<file path="config.mk">
export PLATFORM = sky130hd
export DESIGN_NAME = pbas_top
export DESIGN_NICKNAME = d
export VERILOG_FILES = /design/src/common/pbas_pkg.sv /design/src/logic/pbas_top.sv
export SDC_FILE = /design/constraint.sdc
export NUM_CORES = 1
export LEC_CHECK = 0
export ABC_AREA = 0
export BUFFER_PORTS_ARGS = -buffer_cell sky130_fd_sc_hd__buf_4
export CAP_MARGIN = 20
export CORE_MARGIN = 5
export CORE_UTILIZATION = 38
export DETAILED_ROUTE_END_ITERATION = 12
export GPL_TIMING_DRIVEN = 0
export RECOVER_POWER = 50
export SLEW_MARGIN = 10
export SYNTH_ARGS = -nofsm -noshare
export SYNTH_HDL_FRONTEND = slang
export SYNTH_SLANG_ARGS = --single-unit
</file>
<file path="constraint.sdc">
create_clock -name ref_clk_i -period 2 [get_ports ref_clk_i]
set_clock_uncertainty 0.05 [all_clocks]
set_input_delay 0.2 -clock ref_clk_i [delete_from_list [all_inputs] [get_ports ref_clk_i]]
set_output_delay 0.2 -clock ref_clk_i [all_outputs]
set_load 0.02 [all_outputs]
</file>
<file path="src/common/pbas_pkg.sv">
// Operation
// - hold the switch five seconds in normal operation to enter address mode
// - in address mode LEDs show address in binary: first 4, zero 2, error 1
// - address above seven flashes all three LEDs instead of binary
// - each short press in address mode steps to the next address
// - five-second hold in address mode stores the address and leaves the mode
// - fifteen seconds without a press drops the edit and keeps the stored address
// - stepping wraps after seven, a loaded address above seven passes unchanged to node_addr_o
package pbas_pkg;

  // ----------------------------------------
  // timing
  // ----------------------------------------
  localparam int unsigned CLK_HZ = 40000000;
  localparam int unsigned HOLD_S = 5;
  localparam int unsigned IDLE_S = 15;
  localparam int unsigned FLASH_MS = 250;
  localparam longint unsigned HOLD_CYC = longint'(HOLD_S) * CLK_HZ;
  localparam longint unsigned IDLE_CYC = longint'(IDLE_S) * CLK_HZ;
  localparam longint unsigned FLASH_CYC = longint'(FLASH_MS) * (CLK_HZ / 1000);
  localparam int unsigned CNT_W = 32;

  // ----------------------------------------
  // address and reset values
  // ----------------------------------------
  localparam int unsigned ADDR_W = 4;
  localparam logic [3:0] ADDR_MAX = 4'h7;
  localparam logic [3:0] ADDR_RST = 4'h0;

  typedef enum logic [1:0]
  {
    PBAS_NORMAL = 2'b00,
    PBAS_EDIT = 2'b01,
    PBAS_WAIT_REL = 2'b10
  } pbas_state_e;

  typedef struct packed
  {
    logic first;
    logic zero;
    logic err;
  } pbas_leds_s;

endpackage : pbas_pkg

</file>
<file path="src/logic/pbas_top.sv">
`timescale 1ns/1ps
module pbas_top #(
  parameter logic [31:0] HOLD_CYCLES = 32'(pbas_pkg::HOLD_CYC),
  parameter logic [31:0] IDLE_CYCLES = 32'(pbas_pkg::IDLE_CYC),
  parameter logic [31:0] FLASH_CYCLES = 32'(pbas_pkg::FLASH_CYC)
) (
  input wire logic ref_clk_i,
  input wire logic rstn_i,
  input wire logic clk_en_i,
  input wire logic switch_i,
  input wire logic [3:0] stored_addr_i,
  input wire logic stored_valid_i,
  output pbas_pkg::pbas_leds_s leds_o,
  output logic edit_active_o,
  output logic [3:0] node_addr_o,
  output logic store_o
);

  // ----------------------------------------
  // switch synchroniser, three stages
  // ----------------------------------------
  // stage one is read only by stage two, the metastability guard
  logic [2:0] sync_q;
  logic sw_q;

  always_ff @(posedge ref_clk_i)
  begin
    if (!rstn_i)
      sync_q <= 3'h0;
    else if (clk_en_i)
      sync_q <= {sync_q[1:0], switch_i};
  end

  // accept a new level only when stages two and three agree
  always_ff @(posedge ref_clk_i)
  begin
    if (!rstn_i)
      sw_q <= 1'b0;
    else if (clk_en_i && (sync_q[1] == sync_q[2]))
      sw_q <= sync_q[2];
  end

  logic sw_prev_q;
  always_ff @(posedge ref_clk_i)
  begin
    if (!rstn_i)
      sw_prev_q <= 1'b0;
    else if (clk_en_i)
      sw_prev_q <= sw_q;
  end

  // a step is taken on release, so a long hold never also steps
  wire release_ev = !sw_q && sw_prev_q;

  // ----------------------------------------
  // helpers
  // ----------------------------------------
  // terminal count of a timer that runs up from zero
  function automatic logic at_last(input logic [31:0] cnt, input logic [31:0] len);
    at_last = (cnt == len - 32'h1);
  endfunction : at_last

  // ----------------------------------------
  // timers
  // ----------------------------------------
  logic [31:0] hold_q;
  logic [31:0] idle_q;
  logic [31:0] flash_q;
  logic blink_q;
  // restarts at the end, so one unbroken hold fires once per period
  wire hold_done = sw_q && at_last(hold_q, HOLD_CYCLES);

  always_ff @(posedge ref_clk_i)
  begin
    if (!rstn_i)
      hold_q <= 32'h0;
    else if (clk_en_i)
      hold_q <= (sw_q && !hold_done) ? hold_q + 32'h1 : 32'h0;
  end

  pbas_pkg::pbas_state_e state_q;
  // released cycles only, a held switch never times out
  wire idle_done = at_last(idle_q, IDLE_CYCLES);

  always_ff @(posedge ref_clk_i)
  begin
    if (!rstn_i)
      idle_q <= 32'h0;
    else if (clk_en_i)
      idle_q <= (state_q != pbas_pkg::PBAS_EDIT || sw_q) ? 32'h0 : idle_q + 32'h1;
  end

  // flashing is only an indication, its rate is a free choice
  always_ff @(posedge ref_clk_i)
  begin
    if (!rstn_i)
    begin
      flash_q <= 32'h0;
      blink_q <= 1'b0;
    end
    else if (clk_en_i)
    begin
      if (at_last(flash_q, FLASH_CYCLES))
      begin
        flash_q <= 32'h0;
        blink_q <= !blink_q;
      end
      else
        flash_q <= flash_q + 32'h1;
    end
  end

  // ----------------------------------------
  // mode control
  // ----------------------------------------
  logic [3:0] edit_q;
  logic [3:0] addr_q;
  logic store_q;

  function automatic logic [3:0] next_addr(input logic [3:0] a);
    next_addr = (a >= pbas_pkg::ADDR_MAX) ? 4'h0 : a + 4'h1;
  endfunction : next_addr

  // save wins over a step; the release after a save lands in normal mode
  always_ff @(posedge ref_clk_i)
  begin
    if (!rstn_i)
      state_q <= pbas_pkg::PBAS_NORMAL;
    else if (clk_en_i)
    begin
      case (state_q)
        pbas_pkg::PBAS_NORMAL:
        begin
          if (hold_done)
            state_q <= pbas_pkg::PBAS_WAIT_REL;
        end
        pbas_pkg::PBAS_EDIT:
        begin
          if (hold_done)
            state_q <= pbas_pkg::PBAS_NORMAL;
          else if (idle_done && !release_ev)
            state_q <= pbas_pkg::PBAS_NORMAL;
        end
        pbas_pkg::PBAS_WAIT_REL:
        begin
          // entry hold must not count as a step
          if (!sw_q)
            state_q <= pbas_pkg::PBAS_EDIT;
        end
        default:
          state_q <= pbas_pkg::PBAS_NORMAL;
      endcase
    end
  end

  // working copy; a timeout simply never writes it back
  always_ff @(posedge ref_clk_i)
  begin
    if (!rstn_i)
      edit_q <= pbas_pkg::ADDR_RST;
    else if (clk_en_i)
    begin
      if (state_q == pbas_pkg::PBAS_NORMAL && hold_done)
        edit_q <= addr_q;
      else if (state_q == pbas_pkg::PBAS_EDIT && !hold_done && release_ev)
        edit_q <= next_addr(edit_q);
    end
  end

  // the store is taken only in normal mode, never over an edit
  always_ff @(posedge ref_clk_i)
  begin
    if (!rstn_i)
      addr_q <= pbas_pkg::ADDR_RST;
    else if (clk_en_i)
    begin
      if (state_q == pbas_pkg::PBAS_EDIT && hold_done)
        addr_q <= edit_q;
      else if (stored_valid_i && state_q == pbas_pkg::PBAS_NORMAL)
        addr_q <= stored_addr_i;
    end
  end

  // one-cycle strobe for whoever persists the address
  always_ff @(posedge ref_clk_i)
  begin
    if (!rstn_i)
      store_q <= 1'b0;
    else if (clk_en_i)
      store_q <= (state_q == pbas_pkg::PBAS_EDIT) && hold_done;
  end

  // ----------------------------------------
  // outputs
  // ----------------------------------------
  // registered so the pattern never glitches while the state moves
  pbas_pkg::pbas_leds_s leds_q;
  wire in_edit = (state_q != pbas_pkg::PBAS_NORMAL);

  always_ff @(posedge ref_clk_i)
  begin
    if (!rstn_i)
      leds_q <= '0;
    else if (clk_en_i)
    begin
      if (!in_edit)
        leds_q <= '0;
      else if (edit_q > pbas_pkg::ADDR_MAX)
        leds_q <= {3{blink_q}};
      else
        leds_q <= edit_q[2:0];
    end
  end

  assign leds_o = leds_q;
  assign edit_active_o = in_edit;
  // four bits wide so a stored value above seven still comes through
  assign node_addr_o = addr_q;
  assign store_o = store_q;

endmodule : pbas_top

</file>
### Word level (Yosys, flattened, before mapping)

Index checks and enable logic that the tools add are counted.

| operators by class | value |
|---|---|
| $add $sub $neg | 4 |
| multipliers | 0 |
| div/mod/pow operators | 0 |
| magnitude comparators | 2 |
| equal/unequal tests | 10 |
| shift operators | 0 |
| muxes and demuxes | 15 |
| bitwise logic cells | 0 |
| reductions and logical operators | 23 |

Operators with widths:

| kind | count |
|---|---|
| adder 32 x 1 -> 32 bit (second input constant) | 3 |
| two-way mux 32 bit | 3 |
| equality test 32 x 24 -> 1 bit (second input constant) | 1 |
| equality test 32 x 28 -> 1 bit (second input constant) | 1 |
| equality test 32 x 30 -> 1 bit (second input constant) | 1 |
| two-way mux 4 bit | 5 |
| logical AND 1 bit | 10 |
| two-way mux 2 bit | 4 |
| two-way mux 3 bit | 2 |
| one-hot mux 2 bit (3 select lines) | 1 |
| AND reduction 2 bit | 3 |
| nonzero test 2 bit | 3 |
| adder 4 x 1 -> 4 bit (second input constant) | 1 |
| greater-or-equal comparator 4 x 3 -> 1 bit (second input constant) | 1 |
| greater-than comparator 4 x 3 -> 1 bit (second input constant) | 1 |
| logical NOT 1 bit | 4 |
| inequality test 2 bit (second input constant) | 2 |
| AND reduction 4 bit | 1 |
| inequality test 3 bit (second input constant) | 1 |
| equality test 2 x 1 -> 1 bit (second input constant) | 1 |
| equality test 2 bit (second input constant) | 1 |
| logical NOT 2 bit | 1 |
| inequality test 2 x 1 -> 1 bit (second input constant) | 1 |
| equality test 1 bit | 1 |
| logical OR 1 bit | 1 |

| word-level totals | value |
|---|---|
| register bits after elaboration | 116 |
| bits in latches | 0 |
| bits in writable memories | 0 |
| ROM bits | 0 |
| bits of input ports | 9 |
| logic and storage cells | 68 |
| memories kept | 0 |

### Depth between registers and ports, before layout

| depth | value |
|---|---|
| word-level depth | 7 |
| gate-level depth with buffers | 8 |
| depth with buffers taken out | 6 |

### Worst setup path before layout

Ideal clock, no wire load.

| path | value |
|---|---|
| path kind | flip-flop to flip-flop |
| start | register hold_q[10] |
| end | register hold_q[9] |
| data arrival time | 1.993 ns |
| data required time | 1.835 ns |
| path slack | -0.158 ns |
| cell stages (with the launch flop) | 7 |
| buffers on the path | 1 |
| path through | dfxtp_1 or4_1 or4_1 o31a_1 o21ai_4 buf_6 nor2_1 |

| on the way | value |
|---|---|
| longest elaborated chain between the ends | 5 |

RTL lines:

| item | RTL line | source |
|---|---|---|
| from (decl) | pbas_top.sv:66 | `logic [31:0] hold_q;` |
| from (signal assigned) | pbas_top.sv:78 | `hold_q <= (sw_q && !hold_done) ? hold_q + 32'h1 : 32'h0;` |
| equality test 32 x 28 -> 1 bit | pbas_top.sv:60 | `at_last = (cnt == len - 32'h1);` |
| logical AND 1 bit | pbas_top.sv:71 | `wire hold_done = sw_q && at_last(hold_q, HOLD_CYCLES);` |
| logical NOT 1 bit | pbas_top.sv:78 |  |
| logical AND 1 bit | pbas_top.sv:78 |  |
| two-way mux 32 bit | pbas_top.sv:78 |  |

Every way passes these cells.
A chain may end at the register's enable or synchronous reset.

### Final worst setup path

| path | value |
|---|---|
| start | register hold_q[28] |
| end | register hold_q[4] |

Same word-level chain as after synthesis.

==> impl_metrics.ini <==
[critical_path]
worstReg2RegEnd = hold_q[4]$_SDFFE_PN0P_
crit_start = hold_q[28]$_SDFFE_PN0P_
path_class = register to register
endpoint_kind = register
worstPathMaxFanout = 5
max_stage_delay_ps = 510
worst_path_max_delay_cell = or4_4
worst-path-buf-inv = 2
reg_to_reg_critical_path_startpoint = hold_q[28]$_SDFFE_PN0P_
worst-path-stages = 7
path_cells = or4_4 > or4_4 > o31a_1 > o21ai_4 > buf_6 > buf_8 > nor2_4
arrival_ps = 2480
setup.worst_path.end = hold_q[4]$_SDFFE_PN0P_
worst_ep_required_time_ps = 2250
cpLargestDelayFamily = simple AND/OR/NAND/NOR gates
timing.reg2reg.setup_slack_ps = -230
worstSetupStartpointType = register
timing.critical_path.mode_cell = or4_4
timing.reg2reg.worst_path_depth = 7

[timing]
fin_tns_setup_ps = -7978
hold_viol = 0
setup_ws_final_ps = -227.3
rsz0062_at_grt = yes
max_clock_freq_ghz = 0.4490
relSlewSlack = 0.4298
post-route-period-util = 1.114
worstMarginPinSlew_ps = 853.5
slew_violations = 0
number_of_endpoints_failing_setup_at_the_final_stage = 42
final.min_clock_period_ps = 2227

[floorplanning]
placementRows = 44
die-height_um = 131.6
io-pin-count = 18
placeableCoreArea_um2 = 14530
start_util = 0.3866
chipWidth_um = 131.6
design.die.area_um2 = 17320

[synth]
synth_commonest_cells = 116 x dfxtp_1, 112 x nor2_1, 51 x xnor2_1, 47 x nand3_1, 38 x xor2_1
synth-xor-area-share = 0.1387
ys_seq_area_frac = 0.4133
synth_area_per_cell_um2 = 8.399
post_synth_and_or_nand_nor_area_fraction = 0.3282
synthDominantAreaCellType = dfxtp_1
yosys-top-cells-area = dfxtp_1 41%, xnor2_1 7.9%, nor2_1 7.5%
synthAdderAreaFrac = 0.008907
post_synth_mux_area_share = 0.01425
synth_top_family_by_area = simple AND/OR/NAND/NOR gates
netlist_area_um2 = 5619
yosys_warnings = 0
synthArstFlopShare = 0
yosysMostFrequentCell = dfxtp_1
synth_top_cell_area_share = 0.4133
ys_ff_latch = 116
synth_cell_type_count = 43
synthFlopType = dfxtp_1
syn-instance-count = 669
compound_gate_fraction_of_synth_area = 0.06235
total_nets_after_synthesis = 682
synth_edf_count = 0

[clock_network]
tritoncts_clock_tree = done
total_cts_buffers = 17
cts_root_buffer = clkbuf_16
clock_tree_buf_depth = 2
cts_hold_repair.buffers = 0
clk_transition_reported_paths_ps = 60
cts_max_level = 4
clock_insertion_delay_worst_skew_ps = 410
cts.sinks = 116

[placement]
routability_congestion_estimate = 0.8514
dpl.hpwl_um = 9282
portBuffers = 17
place_inst = 870

[pwr]
fin_total_pwr_mw = 5.541
power.leakage_nw = 2.262
power.density_cell_area_nw_per_um2 = 793.5
peakVddDrop_mv = 0.5455

[cells_and_area]
number_of_standard_cells_in_the_layout_taps_in_and_fillers_out = 923
antennaDiodeCount = 0
fillers = 1387
area_of_the_multi_input_gates_um2 = 3317
syn2layout_area_growth_pct = 24.27
final_layout_size_suffix_gt1_frac = 0.1976
regArea_um2 = 2346
finish.net_count = 739

[global_routing]
grt_max_degree = 17
grt_pass1_vias = 4817
grt_first_pass_wirelength_um = 23470
globalRouteOverflowTotal = 0
groute.usage.overall = 0.1599
grt_antenna_before_repair = 0

[run_status]
run_status = complete, but fails checks
failing_checks = setup timing

[route]
detailroute.via_count = 5000
drc = 0
dr.first_iter.drc_count = 331
route.antenna.remaining_nets = 0
vias_per_cell = 5.417
wl_per_cell_um = 15.02
wl_um = 13870
firstDrtPassIters = 5

[hold_path]
min_path_type = primary input to register

[run]
drv_cap = 0
[stage by stage]
| step | setup slack, ps | hold slack, ps | instance area, um2 | utilization |
|---|---|---|---|---|
| after floorplan | -130.7 | 307.9 | 5628 | - |
| after global placement | -495.7 | 403.9 | 5986 | 0.4118 |
| after detailed placement | -512.0 | 417.1 | 5986 | 0.4118 |
| after CTS | -193.1 | 11.86 | 6785 | 0.4669 |
| after global routing | -282.0 | 17.46 | 6983 | 0.4805 |
| final | -227.3 | 21.85 | 6983 | 0.4805 |
[routing by layer]
| metal | global-route usage | vias to the layer above | routed length [um] |
|---|---|---|---|
| met5 | 0 | - | 0 |
| met4 | 0.05829 | 0 | 253 |
| met3 | 0.04052 | 17 | 474 |
| met2 | 0.2455 | 100 | 6434 |
| met1 | 0.2176 | 2404 | 6702 |
| li1 | - | 2479 | - |
[how the worst min path moves through the flow]
| stage | slack (ps) | from | end | cells after the start |
|---|---|---|---|---|
| after floorplan | 310 | rstn_i | hold_q[30]$_SDFFE_PN0P_ | 2 |
| after global placement | 400 | sync_q[2]$_SDFFE_PN0P_ | sw_q$_SDFFE_PN0P_ | 2 |
| after detailed placement | 420 | sync_q[2]$_SDFFE_PN0P_ | sw_q$_SDFFE_PN0P_ | 2 |
| after CTS | 10 | switch_i | sync_q[0]$_SDFFE_PN0P_ | 3 |
| after global routing | 20 | switch_i | sync_q[0]$_SDFFE_PN0P_ | 3 |
| final | 20 | switch_i | sync_q[0]$_SDFFE_PN0P_ | 3 |
[placed cells by master (no fill, tap or decap), types with 10 or more instances in the layout]
cell	n
nor2b_1	10
xnor2_1	51
nor2_2	15
a21oi_1	13
xor2_1	38
clkbuf_16	17
inv_1	13
nor2_1	96
dfxtp_1	99
o21ai_0	17
dfxtp_2	16
nand3_1	44
clkbuf_1	29
nand4_1	36
nand2_1	36
nor4_1	18
buf_4	29
nor3_1	17
[area by class of cell]
| class | instances | area share |
|---|---|---|
| clock inverter | 14 | 0.02186 |
| timing repair buffer | 42 | 0.04300 |
| buffer | 28 | 0.02132 |
| multi-input combinational | 508 | 0.4750 |
| inverter | 13 | 0.006988 |
| sequential | 116 | 0.3360 |
| tap | 184 | 0.03297 |
| clock buffer | 18 | 0.06289 |
[sequential cells by signal, summed over array words and instances, names as in the netlist]
register	count
hold_q	32
node_addr_o	4
state_q	2
edit_q	4
store_o	1
sw_prev_q	1
flash_q	32
idle_q	32
leds_o	3
sw_q	1
blink_q	1
sync_q	3
[where the power goes]
group          switching (mW)  total (mW)  internal, mW
clock                    1.15        3.03          1.88
sequential             0.0164        2.34          2.32
combinational           0.104       0.173        0.0693
[timing repair]
item                                    4_1_cts  5_1_grt
endpoints found under the hold margin         0        0
gates resized for setup                      32       60
endpoints found under the setup margin       99      105
setup buffers                                12       10
gates cloned                                  3        0
pin swaps                                     5        7
[kinds of logic after synthesis]
family | count (synthesis)
AOI/OAI and AO/OA | 54
xor gates and xnor gates | 89
adders and majority gates | 4
buffers and inverters | 45
DFF | 116
muxes | 8
and+or+nand+nor | 353
[tightest hold or removal path: cells and delay by family]
family	cells	cell delay, ps
muxes	1	60
and+or+nand+nor	1	100
buffers and inverters	1	80
(Power assumes the default switching activity.)
